===== src/verilog/spr_pkg.sv =====
// Constants and field layout of the synthesizer program register bank
package spr_pkg;
  localparam int SPR_WORD_W = 32;
  localparam int SPR_SEL_W = 3;
  localparam int SPR_NUM_REGS = 8;
  // Select codes
  localparam logic [2:0] SPR_SEL_MAIN = 3'h0;
  localparam logic [2:0] SPR_SEL_FRACTIONAL_DIVIDE_WORD_LOW = 3'h1;
  localparam logic [2:0] SPR_SEL_REF_DIV = 3'h2;
  localparam logic [2:0] SPR_SEL_FUNCTION = 3'h3;
  localparam logic [2:0] SPR_SEL_CLOCK = 3'h4;
  localparam logic [2:0] SPR_SEL_DEVIATION = 3'h5;
  localparam logic [2:0] SPR_SEL_STEP = 3'h6;
  localparam logic [2:0] SPR_SEL_DELAY = 3'h7;
  // Main register fields
  localparam int SPR_RAMP_BIT = 31;
  localparam int SPR_MUX_HI = 30;
  localparam int SPR_MUX_LO = 27;
  localparam int SPR_INT_HI = 26;
  localparam int SPR_INT_LO = 15;
  localparam int SPR_FHI_HI = 14;
  localparam int SPR_FHI_LO = 3;
  // Second register fields
  localparam int SPR_PHASE_EN_BIT = 28;
  localparam int SPR_FLO_HI = 27;
  localparam int SPR_FLO_LO = 15;
  localparam int SPR_PHASE_HI = 14;
  localparam int SPR_PHASE_LO = 3;
  localparam int SPR_FRACTIONAL_DIVIDE_WORD_SHIFT = 13;
  localparam int SPR_FRACTIONAL_DIVIDE_WORD_W = 25;
  // Third register fields
  localparam int SPR_CSR_BIT = 28;
  localparam int SPR_CP_HI = 27;
  localparam int SPR_CP_LO = 24;
  localparam int SPR_RDIV2_BIT = 21;
  localparam int SPR_DBL_BIT = 20;
  localparam int SPR_RCNT_HI = 19;
  localparam int SPR_RCNT_LO = 15;
  localparam int SPR_CLK1_HI = 14;
  localparam int SPR_CLK1_LO = 3;
  // Function register fields
  localparam int SPR_PD_SENSE_BIT = 6;
  localparam int SPR_PWRDN_BIT = 5;
  localparam logic [31:0] SPR_RESET_WORD = 32'h0000_0000;
endpackage


===== src/verilog/spr_sync.sv =====
// Two-flop synchroniser for pin inputs
`timescale 1ns/1ns
module spr_sync #(
  parameter int W = 3
) (
  input wire logic clk,
  input wire logic rst,
  input wire logic [W-1:0] d,
  output logic [W-1:0] q
);
  logic [W-1:0] meta;
  // First stage only feeds the second
  always_ff @(posedge clk or posedge rst) begin
    if (rst) begin
      meta <= '0;
      q <= '0;
    end else begin
      meta <= d;
      q <= meta;
    end
  end
endmodule // spr_sync


===== src/verilog/spr_bank.sv =====
// Serial-loaded program register bank with double-buffered settings
`timescale 1ns/1ns
module spr_bank
  import spr_pkg::*;
(
  input wire logic clk,
  input wire logic rst,
  input wire logic shift_clk,
  input wire logic shift_data,
  input wire logic latch_strobe,
  output logic ramp_enable,
  output logic [3:0] test_signal_output_select,
  output logic [11:0] integer_divide,
  output logic [24:0] fractional_divide_word,
  output logic phase_shift_enable,
  output logic [11:0] phase_word,
  output logic phase_update,
  output logic cycle_slip_reduce_enable,
  output logic [3:0] pump_current,
  output logic ref_half,
  output logic ref_double,
  output logic [4:0] ref_count,
  output logic [11:0] clk1_divide,
  output logic phase_detector_sense,
  output logic power_down,
  output logic [31:0] function_config,
  output logic [31:0] ramp_clock_config,
  output logic [31:0] frequency_deviation_config,
  output logic [31:0] ramp_step_count,
  output logic [31:0] ramp_delay_config
);
  logic [2:0] pins;
  logic sclk_s, sdat_s, latch_s;
  logic sclk_d, latch_d;
  logic sclk_rise, latch_rise;
  logic [31:0] shifter;
  logic [31:0] divider_main_word;
  logic [31:0] fraction_low_phase_word;
  logic [31:0] reference_divider_config;
  logic [31:0] active_low_phase;
  logic [31:0] active_ref_div;
  logic [2:0] sel;
  logic main_write;

  // Pins come from the host's domain, so resynchronise all three
  // Clock and data share one synchroniser so they stay aligned; the price
  // is a two-cycle lag, so each pin level must stand for at least 2 clk
  spr_sync #(.W(3)) u_sync (
    .clk(clk),
    .rst(rst),
    .d({shift_clk, shift_data, latch_strobe}),
    .q(pins)
  );
  assign sclk_s = pins[2];
  assign sdat_s = pins[1];
  assign latch_s = pins[0];

  // Edge history of synchronised levels
  // Reset values match the idle-low pins, so no false edge follows reset
  always_ff @(posedge clk or posedge rst) begin
    if (rst) begin
      sclk_d <= 1'b0;
      latch_d <= 1'b0;
    end else begin
      sclk_d <= sclk_s;
      latch_d <= latch_s;
    end
  end
  assign sclk_rise = sclk_s & ~sclk_d;
  assign latch_rise = latch_s & ~latch_d;

  // Shift register, MSB first; stays live during power-down
  // Extra bits beyond one word fall out the top; only the last word counts
  always_ff @(posedge clk or posedge rst) begin
    if (rst) begin
      shifter <= SPR_RESET_WORD;
    end else if (sclk_rise) begin
      shifter <= {shifter[SPR_WORD_W-2:0], sdat_s};
    end
  end

  assign sel = shifter[SPR_SEL_W-1:0];
  assign main_write = latch_rise && (sel == SPR_SEL_MAIN);

  // Latch decode: one register per select code
  // Reserved bits are kept as written; keeping them zero is up to the host
  always_ff @(posedge clk or posedge rst) begin
    if (rst) begin
      divider_main_word <= SPR_RESET_WORD;
      fraction_low_phase_word <= SPR_RESET_WORD;
      reference_divider_config <= SPR_RESET_WORD;
      function_config <= SPR_RESET_WORD;
      ramp_clock_config <= SPR_RESET_WORD;
      frequency_deviation_config <= SPR_RESET_WORD;
      ramp_step_count <= SPR_RESET_WORD;
      ramp_delay_config <= SPR_RESET_WORD;
    end else if (latch_rise) begin
      case (sel)
        SPR_SEL_MAIN: divider_main_word <= shifter;
        SPR_SEL_FRACTIONAL_DIVIDE_WORD_LOW: fraction_low_phase_word <= shifter;
        SPR_SEL_REF_DIV: reference_divider_config <= shifter;
        SPR_SEL_FUNCTION: function_config <= shifter;
        SPR_SEL_CLOCK: ramp_clock_config <= shifter;
        SPR_SEL_DEVIATION: frequency_deviation_config <= shifter;
        SPR_SEL_STEP: ramp_step_count <= shifter;
        SPR_SEL_DELAY: ramp_delay_config <= shifter;
        default: ;
      endcase
    end
  end

  // Shadow copies go live only on a main write, so fractional_divide_word halves change together
  // The third register is buffered too, except the slip bit which acts at once
  always_ff @(posedge clk or posedge rst) begin
    if (rst) begin
      active_low_phase <= SPR_RESET_WORD;
      active_ref_div <= SPR_RESET_WORD;
    end else if (main_write) begin
      active_low_phase <= fraction_low_phase_word;
      active_ref_div <= reference_divider_config;
    end
  end

  // One-cycle marker that a phase step is due, raised with the live copy
  // A main write with adjustment off leaves the marker low
  always_ff @(posedge clk or posedge rst) begin
    if (rst) begin
      phase_update <= 1'b0;
    end else begin
      phase_update <= main_write && fraction_low_phase_word[SPR_PHASE_EN_BIT];
    end
  end

  // Decoded outputs; the bank itself never reacts to power-down
  assign ramp_enable = divider_main_word[SPR_RAMP_BIT];
  assign test_signal_output_select = divider_main_word[SPR_MUX_HI:SPR_MUX_LO];
  assign integer_divide = divider_main_word[SPR_INT_HI:SPR_INT_LO];
  assign fractional_divide_word =
    {divider_main_word[SPR_FHI_HI:SPR_FHI_LO], active_low_phase[SPR_FLO_HI:SPR_FLO_LO]};
  assign phase_shift_enable = active_low_phase[SPR_PHASE_EN_BIT];
  // Phase word reads zero while adjustment is off
  assign phase_word = phase_shift_enable ?
    active_low_phase[SPR_PHASE_HI:SPR_PHASE_LO] : 12'h000;
  assign cycle_slip_reduce_enable = reference_divider_config[SPR_CSR_BIT];
  // Reference settings come from the live copy
  assign pump_current = active_ref_div[SPR_CP_HI:SPR_CP_LO];
  assign ref_half = active_ref_div[SPR_RDIV2_BIT];
  assign ref_double = active_ref_div[SPR_DBL_BIT];
  assign ref_count = active_ref_div[SPR_RCNT_HI:SPR_RCNT_LO];
  assign clk1_divide = active_ref_div[SPR_CLK1_HI:SPR_CLK1_LO];
  // Function bits act at once, power-down included
  assign phase_detector_sense = function_config[SPR_PD_SENSE_BIT];
  assign power_down = function_config[SPR_PWRDN_BIT];

  // Checks
  // All checks sample on clk and stand down while reset is high
  main_store_a: assert property (@(posedge clk) disable iff (rst)
    main_write |=> divider_main_word == $past(shifter))
    else $error("main word not stored");
  fractional_divide_word_low_store_a: assert property (@(posedge clk) disable iff (rst)
    latch_rise && sel == SPR_SEL_FRACTIONAL_DIVIDE_WORD_LOW |=> fraction_low_phase_word == $past(shifter))
    else $error("fraction low word not stored");
  ref_store_a: assert property (@(posedge clk) disable iff (rst)
    latch_rise && sel == SPR_SEL_REF_DIV |=> reference_divider_config == $past(shifter))
    else $error("reference word not stored");
  other_store_a: assert property (@(posedge clk) disable iff (rst)
    latch_rise && sel == SPR_SEL_DELAY |=> ramp_delay_config == $past(shifter))
    else $error("delay word not stored");
  ramp_field_a: assert property (@(posedge clk) disable iff (rst)
    main_write |=> ramp_enable == $past(shifter[SPR_RAMP_BIT]))
    else $error("ramp enable wrong");
  int_mux_a: assert property (@(posedge clk) disable iff (rst)
    main_write |=> integer_divide == $past(shifter[SPR_INT_HI:SPR_INT_LO])
      && test_signal_output_select == $past(shifter[SPR_MUX_HI:SPR_MUX_LO]))
    else $error("integer or mux field wrong");
  fractional_divide_word_hold_a: assert property (@(posedge clk) disable iff (rst)
    !main_write |=> $stable(active_low_phase) && $stable(active_ref_div))
    else $error("buffered setting moved without main write");
  fractional_divide_word_join_a: assert property (@(posedge clk) disable iff (rst)
    main_write |=> fractional_divide_word[12:0] ==
      $past(fraction_low_phase_word[SPR_FLO_HI:SPR_FLO_LO]))
    else $error("fraction low part wrong");
  phase_gate_a: assert property (@(posedge clk) disable iff (rst)
    !phase_shift_enable |-> phase_word == 12'h000 && !$rose(phase_update))
    else $error("phase used while disabled");
  csr_bit_a: assert property (@(posedge clk) disable iff (rst)
    (!(latch_rise && sel == SPR_SEL_REF_DIV) |=> $stable(cycle_slip_reduce_enable)) and
    (latch_rise && sel == SPR_SEL_REF_DIV |=> cycle_slip_reduce_enable ==
      $past(shifter[SPR_CSR_BIT])))
    else $error("slip reduction bit wrong");
  shift_in_a: assert property (@(posedge clk) disable iff (rst)
    sclk_rise |=> shifter[0] == $past(sdat_s) && shifter[31:1] == $past(shifter[30:0]))
    else $error("shift order wrong");
  power_load_a: assert property (@(posedge clk) disable iff (rst)
    power_down && latch_rise && sel == SPR_SEL_CLOCK |=> ramp_clock_config == $past(shifter))
    else $error("load lost in power-down");

  // Each select code touches its own register and no other
  func_store_a: assert property (@(posedge clk) disable iff (rst)
    latch_rise && sel == SPR_SEL_FUNCTION |=> function_config == $past(shifter))
    else $error("function word not stored");
  clock_store_a: assert property (@(posedge clk) disable iff (rst)
    latch_rise && sel == SPR_SEL_CLOCK |=> ramp_clock_config == $past(shifter))
    else $error("clock word not stored");
  dev_store_a: assert property (@(posedge clk) disable iff (rst)
    latch_rise && sel == SPR_SEL_DEVIATION |=> frequency_deviation_config == $past(shifter))
    else $error("deviation word not stored");
  step_store_a: assert property (@(posedge clk) disable iff (rst)
    latch_rise && sel == SPR_SEL_STEP |=> ramp_step_count == $past(shifter))
    else $error("step word not stored");
  main_keep_a: assert property (@(posedge clk) disable iff (rst)
    latch_rise && sel != SPR_SEL_MAIN |=> $stable(divider_main_word))
    else $error("main word hit by other code");
  fractional_divide_word_low_keep_a: assert property (@(posedge clk) disable iff (rst)
    latch_rise && sel != SPR_SEL_FRACTIONAL_DIVIDE_WORD_LOW |=> $stable(fraction_low_phase_word))
    else $error("fraction low word hit by other code");
  ref_keep_a: assert property (@(posedge clk) disable iff (rst)
    latch_rise && sel != SPR_SEL_REF_DIV |=> $stable(reference_divider_config))
    else $error("reference word hit by other code");

  // Registers move only on a latch, the shifter only on a shift edge
  latch_only_a: assert property (@(posedge clk) disable iff (rst)
    !latch_rise |=> $stable(divider_main_word) && $stable(fraction_low_phase_word)
      && $stable(reference_divider_config))
    else $error("register moved without strobe");
  raw_hold_a: assert property (@(posedge clk) disable iff (rst)
    !latch_rise |=> $stable(function_config) && $stable(ramp_clock_config)
      && $stable(frequency_deviation_config) && $stable(ramp_step_count)
      && $stable(ramp_delay_config))
    else $error("raw word moved without strobe");
  shift_hold_a: assert property (@(posedge clk) disable iff (rst)
    !sclk_rise |=> $stable(shifter))
    else $error("shifter moved without shift edge");
  latch_pair_a: assert property (@(posedge clk) disable iff (rst)
    latch_rise |=> !latch_rise)
    else $error("one strobe latched twice");

  // Live fraction and phase fields follow the word seen at the main write
  fractional_divide_word_high_a: assert property (@(posedge clk) disable iff (rst)
    main_write |=> fractional_divide_word[SPR_FRACTIONAL_DIVIDE_WORD_W-1:SPR_FRACTIONAL_DIVIDE_WORD_SHIFT] ==
      $past(shifter[SPR_FHI_HI:SPR_FHI_LO]))
    else $error("fraction high part wrong");
  main_hold_a: assert property (@(posedge clk) disable iff (rst)
    !main_write |=> $stable(ramp_enable) && $stable(integer_divide))
    else $error("main field moved without main write");
  phase_word_a: assert property (@(posedge clk) disable iff (rst)
    main_write && fraction_low_phase_word[SPR_PHASE_EN_BIT] |=> phase_update &&
      phase_word == $past(fraction_low_phase_word[SPR_PHASE_HI:SPR_PHASE_LO]))
    else $error("phase word not applied at main write");
  phase_off_a: assert property (@(posedge clk) disable iff (rst)
    main_write && !fraction_low_phase_word[SPR_PHASE_EN_BIT] |=> !phase_update)
    else $error("phase pulse with adjustment off");
  pulse_once_a: assert property (@(posedge clk) disable iff (rst)
    phase_update |=> !phase_update)
    else $error("phase pulse longer than one cycle");
  pulse_cause_a: assert property (@(posedge clk) disable iff (rst)
    phase_update |-> phase_shift_enable)
    else $error("phase pulse without enable");

  // Reference settings go live together at the main write
  ref_live_a: assert property (@(posedge clk) disable iff (rst)
    main_write |=> pump_current == $past(reference_divider_config[SPR_CP_HI:SPR_CP_LO])
      && ref_count == $past(reference_divider_config[SPR_RCNT_HI:SPR_RCNT_LO])
      && clk1_divide == $past(reference_divider_config[SPR_CLK1_HI:SPR_CLK1_LO]))
    else $error("reference settings not applied");
  ref_bits_a: assert property (@(posedge clk) disable iff (rst)
    main_write |=> ref_half == $past(reference_divider_config[SPR_RDIV2_BIT])
      && ref_double == $past(reference_divider_config[SPR_DBL_BIT]))
    else $error("reference halver or doubler wrong");

  // Power-down is only a stored bit; loading and holding go on regardless
  func_fields_a: assert property (@(posedge clk) disable iff (rst)
    latch_rise && sel == SPR_SEL_FUNCTION |=> power_down == $past(shifter[SPR_PWRDN_BIT])
      && phase_detector_sense == $past(shifter[SPR_PD_SENSE_BIT]))
    else $error("function fields wrong");
  power_keep_a: assert property (@(posedge clk) disable iff (rst)
    power_down && !latch_rise |=> $stable(divider_main_word) && $stable(function_config))
    else $error("contents changed in power-down");

  // Scenarios worth seeing at least once
  main_cov_c: cover property (@(posedge clk) disable iff (rst) main_write);
  phase_cov_c: cover property (@(posedge clk) disable iff (rst) phase_update);
  csr_cov_c: cover property (@(posedge clk) disable iff (rst) $rose(cycle_slip_reduce_enable));
  pd_cov_c: cover property (@(posedge clk) disable iff (rst) power_down && latch_rise);
  ref_cov_c: cover property (@(posedge clk) disable iff (rst)
    latch_rise && sel == SPR_SEL_REF_DIV);
endmodule // spr_bank


===== config.mk =====
export PLATFORM = sky130hd
export DESIGN_NAME = spr_bank
export DESIGN_NICKNAME = d
export VERILOG_FILES = /design/src/verilog/spr_pkg.sv /design/src/verilog/spr_sync.sv /design/src/verilog/spr_bank.sv
export SDC_FILE = /design/constraint.sdc
export NUM_CORES = 1
export LEC_CHECK = 0
export BUFFER_PORTS_ARGS = -buffer_cell sky130_fd_sc_hd__buf_2
export CORE_MARGIN = 2
export CORE_UTILIZATION = 50
export CTS_BUF_LIST = sky130_fd_sc_hd__clkbuf_2
export CTS_CLUSTER_SIZE = 24
export DETAILED_ROUTE_END_ITERATION = 8
export PLACE_DENSITY = 0.73
export SETUP_SLACK_MARGIN = 0.3
export SLEW_MARGIN = 25
export SYNTH_ARGS = -nofsm -noshare
export SYNTH_HDL_FRONTEND = slang
export SYNTH_SLANG_ARGS = --single-unit
export TNS_END_PERCENT = 1

===== constraint.sdc =====
create_clock -name clk -period 11.9 [get_ports clk]
set_clock_uncertainty 0.05 [all_clocks]
set_input_delay 0.595 -clock clk [delete_from_list [all_inputs] [get_ports clk]]
set_output_delay 0.595 -clock clk [all_outputs]
set_load 0.01 [all_outputs]

---- Word-level counts from Yosys, hierarchy flattened ----
Cells that the tools add are included.
W data, S select, Z words.
cells by class
  equal/unequal tests ..................... 7
  mux-type cells .......................... 1
  bitwise operators ....................... 4
  reductions and logical operators ........ 11
operators by type and width
  kind                  number
  $reduce_and A2 Y1     8
  $eq A3 B3 Y1 const B  4
  $mux W12              1
  $eq A3 B2 Y1 const B  2
  $eq A3 B1 Y1 const B  1
  $logic_not A3 Y1      1
  $and A1 B1 Y1         2
  $logic_and A1 B1 Y1   2
  $not A1 Y1            2
word-level totals
  register bits ........................... 348
  input bits .............................. 5
  output and inout bits ................... 242
  word-level logic and storage cells ...... 39

---- Longest topological paths before layout ----
  depth in word-level cells ............... 4
  depth in mapped cells ................... 6

---- Cells and area by module ----
A second synthesis with hierarchy kept.
unflattened totals
  cell total of the unflattened synthesis .. 752
  area total of the unflattened synthesis .. 12487.0 um2
by module, submodules not included
  module    instances  cells each  area each (um2)  seq. area each (um2)
  spr_bank  1          745         12333.1          8082.8
  spr_sync  1          7           153.9            150.1

---- Worst setup path after synthesis ----
Ideal clock, no wire load.
  path type ............................... flip-flop to flip-flop
  from .................................... register latch_d
  to ...................................... register ramp_clock_config[3]
  setup time .............................. 0.125 ns
  arrival ................................. 1.524 ns
  required time ........................... 11.725 ns
  path slack .............................. 10.201 ns
  cell stages (with the launch flop) ...... 6
  buffers on the path ..................... 2
  clock period less this slack ............ 1.699 ns
  cells stage by stage .................... dfrtp_1 -> nand3b_2 -> or3_1 -> buf_6 -> buf_6 -> mux2_4
on the way
  longest elaborated chain between the ends .. 3
ends and longest elaborated chain
  item                         line             source
  from (decl)                  spr_bank.sv:34   logic sclk_d, latch_d;
  from (signal assigned)       spr_bank.sv:66   latch_d <= latch_s;
  $not A1 Y1                   spr_bank.sv:70   assign latch_rise = latch_s & ~latch_d;
  $and A1 B1 Y1                spr_bank.sv:70
  $reduce_and A2 Y1 (no line)  --
  to (signal assigned)         spr_bank.sv:103  SPR_SEL_CLOCK: ramp_clock_config <= shifter;
  to (decl)                    spr_bank.sv:27   output logic [31:0] ramp_clock_config,
No other way between the ends.
A chain may end at the register's enable or synchronous reset.

==> results list <==
* Run status: completed
- The number of max-slew violations in the final report was 0.
- Site row count: between 50 and 60
- In this run the cell area of the synthesized design comes to 0.0125 mm2.
- The die is about 160 um wide.
- Count of max-cap constraint violations: 0
* Final non-filler cell area: 0.0145 mm2
* Total length of routed wires: 25900 um
- The number of antenna violations at the first check in global routing is 1.
* Routed WL per cell: 18.7 um
* Share of the clock period used by the worst path after layout: 21.2%
- Asr flop ratio synth: 100%
- The Yosys step of the flow raised 0 warnings.
- CTS built an H-tree with a depth of 3.
- STA classifies the critical path endpoint as an async pin.
- For the worst flop-to-flop path, the logic depth is 4.
- Fill cells: 1981
* Layout Nets: 1024
- Total of flip-flops plus latches after synthesis: 329
- Hold crit path type: flip-flop to flip-flop
- In this run the mean area of a mapped cell was 16.6 um2.
- The worst-case IR drop observed on VDD is 105 uV.
- Maximum net fanout on the critical path: a little over 100
- Maximum clock frequency: 397 MHz
* Global placement routability congestion: roughly 0.74
- The clock net in this run drives a total of roughly 330 sinks.
- Worst path slowest cell: sky130_fd_sc_hd__buf_4
* DR iter-0 viols: 361
* Post-Synthesis Cells: 751
- The worst pin sits at a relative slew slack of between 30% and 40%.
* Number of post-CTS setup repair buffers: 0
* Number of CTS-inserted buffers: 82
- STA classifies the critical path startpoint as a primary input.
* Via total after detailed routing: 7107
- Count of buffers inserted at the top-level ports: about 250
* Starting utilization of the core area: 51.2%
* Synth cell types: 24
- Worst Path Arrival: between 3000 and 4000 ps
- Global-route congestion overflow total: 0
* Post-layout minimum cycle time: 2520 ps
* # resized after CTS: 0
- The region available for standard cell placement spans 0.0244 mm2.
* Wire length of the first global-routing pass: 41200 um
- Together, buffers and inverters on the worst path number 5.
- Worst path required time: about 13000 ps
- Die Y-Extent: 162 um
- Setup TNS Final: 0 ps
* Clock-pin slew reported for the worst setup and hold paths after clock tree synthesis: around 90 ps
* Number of iterations in the first detailed-routing pass: 4
- Global routing used 20.2% of the available tracks across all layers.
- In the final layout, the multi-input gates occupy between 0.003 and 0.004 mm2.
* Antenna Violating Nets Remaining: 0
- In this run the number of cells on the critical path is 5.
- For the worst-skew pair, the clock arrives at the later sink with an insertion delay of a little over 800 ps.
* Remaining design rule violation count: 0
- Total count of hold-check failures in the final report: 0
- Largest delay share family, worst path: buffers and inverters
* Sequential cell area: a little over 0.008 mm2
- For this design the static power due to leakage is 8.27 nW.
* Sequential cell area fraction in the yosys report: about two thirds
- Slew of the pin with the lowest slew margin: 953 ps
- Hold repair after CTS inserted 4 buffers.
* Clock Tree Buf Depth: 3
* Area growth syn-to-layout: 16.4%
- Fraction of synthesized cell area taken by the top area cell type: 65.9%
- Yosys top cell by area: sky130_fd_sc_hd__dfrtp_1
- Half-perimeter wire length of the detailed placement result: roughly 16000 um
* Post-synth EDFFs: 0
* Unrepaired setup endpoints after global routing: false
* Number of vias per cell after detailed routing: approximately 5.1
- When the netlist entered floorplanning its net count stood at 756.
- Largest cells by area after synthesis: sky130_fd_sc_hd__dfrtp_1 (66%), sky130_fd_sc_hd__mux2_2 (23%), sky130_fd_sc_hd__mux2_4 (3.2%)
- Walking the worst path, the cells encountered are dlygate4sd3_1, buf_2, inv_8, buf_6, buf_4.
- Area of the die: between 0.02 and 0.03 mm2
- PD cells: 178 mW/mm2
- Maximum number of pins on one net before global-route repair: 103
- After detailed placement, the total cell area comes to 0.0138 mm2.
- In this design, the stage delay of the slowest critical-path cell is 770 ps.
- By startpoint and endpoint, the worst setup path is classified as primary input to async pin.
- Layout cells sized above 1: about 63%
- Number of ports placed on the die boundary: 247
- In the synthesized netlist the dominant register cell turns out to be sky130_fd_sc_hd__dfrtp_1.
- The worst hold path passes through 0 cells.
- The via count of the first global-routing pass is 7357.
- Setup violations remaining at the end of the flow were counted as 0.
* CTS tree: built
- The cell sitting at the root of the clock tree is a sky130_fd_sc_hd__clkbuf_2.
path summary, 6_finish.rpt:
| check | endpoint | slack (ps) | from |
|---|---|---|---|
| worst min-delay path | u_sync.q[0] | 310 | u_sync.meta[0] |
| worst min register to register | u_sync.q[0] | 310 | u_sync.meta[0] |
| worst max register to register | ramp_step_count[27] | 9460 | latch_d |
| min in group asynchronous | shifter[15] | 380 | rst |
| worst max-delay path | active_ref_div[24] | 9380 | rst |
| max in group clk | phase_word[7] | 9430 | active_low_phase[28] |
cell usage after synthesis (all sizes together), types with 3 or more instances:
cell type,n
mux2,304
buf,71
or2,9
clkbuf,4
nor3b,3
nand3b,3
dfrtp,329
nor2b,3
and2,14
worst reg2reg max path: stages (launching register included):
cell,delay [ps]
sky130_fd_sc_hd__dfrtp_1,410
sky130_fd_sc_hd__nand3b_2,320
sky130_fd_sc_hd__nor3b_4,630
sky130_fd_sc_hd__buf_4,480
sky130_fd_sc_hd__mux2_2,390
cell families after synthesis:
family	count (synthesis)	share of synthesized area, %
flops	329	65.9
mux	304	28.2
buf+inv	76	3.50
simple gates	41	2.26
compound gates	1	0.0602
final cells by class:
cell class	instances	share of cell area [%]
Antenna cell	1	0.0172
Clock buffer	108	3.72
Clock inverter	19	0.896
Inverter	1	0.0775
Multi-Input combinational cell	346	26.5
Sequential cell	329	56.7
Tap cell	324	2.79
Timing Repair Buffer	259	9.35
sequential cells by signal, summed over array words and instances, names as in the netlist:
signal	cells
ramp_clock_config	32
u_sync.q	3
ramp_delay_config	32
fraction_low_phase_word	26
phase_update	1
sclk_d	1
reference_divider_config	24
active_low_phase	26
divider_main_word	29
u_sync.meta	3
frequency_deviation_config	32
latch_d	1
ramp_step_count	32
active_ref_div	23
function_config	32
shifter	32
routing by layer:
| metal | vias up | track usage (%) | wire length (um) |
|---|---|---|---|
| li1 | 3142 | - | - |
| met3 | 29 | 6.33 | 1780 |
| met2 | 219 | 30.1 | 12000 |
| met5 | - | 0 | 0 |
| met4 | 0 | 7.20 | 365 |
| met1 | 3717 | 28.2 | 11800 |
cells in the final DEF (no fill, tap or decap):
cell	instances
sky130_fd_sc_hd__mux2_2	251
sky130_fd_sc_hd__nand2b_2	1
sky130_fd_sc_hd__inv_2	1
sky130_fd_sc_hd__a21o_1	1
sky130_fd_sc_hd__nor3b_4	3
sky130_fd_sc_hd__buf_12	1
sky130_fd_sc_hd__buf_2	246
sky130_fd_sc_hd__inv_8	1
sky130_fd_sc_hd__clkinv_1	14
sky130_fd_sc_hd__clkinv_2	1
sky130_fd_sc_hd__and3_2	1
sky130_fd_sc_hd__buf_6	2
sky130_fd_sc_hd__dfrtp_1	329
sky130_fd_sc_hd__bufinv_16	2
sky130_fd_sc_hd__and2_1	14
sky130_fd_sc_hd__or2_2	9
sky130_fd_sc_hd__diode_2	1
sky130_fd_sc_hd__buf_4	6
sky130_fd_sc_hd__nand2_4	1
sky130_fd_sc_hd__nand2b_1	1
sky130_fd_sc_hd__mux2_1	26
sky130_fd_sc_hd__nand2_1	1
sky130_fd_sc_hd__nand3b_2	2
sky130_fd_sc_hd__and3_1	1
sky130_fd_sc_hd__mux2_4	27
sky130_fd_sc_hd__nor2_4	1
sky130_fd_sc_hd__nor2b_1	3
sky130_fd_sc_hd__clkinv_4	1
sky130_fd_sc_hd__clkbuf_2	108
sky130_fd_sc_hd__nand3b_1	1
sky130_fd_sc_hd__dlygate4sd3_1	4
sky130_fd_sc_hd__or3_2	1
sky130_fd_sc_hd__nor2_1	1
through the flow:
| stage | util (%) | setup WS [ps] | cells | hold WS (ps) | total power, mW |
|---|---|---|---|---|---|
| after global placement | 56.5 | 8750 | 1254 | 282 | 1.89 |
| after CTS | 59.5 | 9090 | 1386 | 259 | 2.62 |
| after detailed placement | 56.6 | 8730 | 1255 | 286 | 1.91 |
| after floorplan | - | 2140 | 751 | 281 | 1.71 |
| final | 59.6 | 9380 | 1387 | 309 | 2.59 |
| after global routing | 59.6 | 9030 | 1387 | 302 | 2.74 |
where the power goes:
part,total [mW],switching (mW),internal (mW)
Clock,0.705,0.420,0.285
Combinational,0.439,0.203,0.237
Sequential,1.44,0.149,1.29
Total,2.59,0.771,1.81
(Power assumes the default switching activity.)
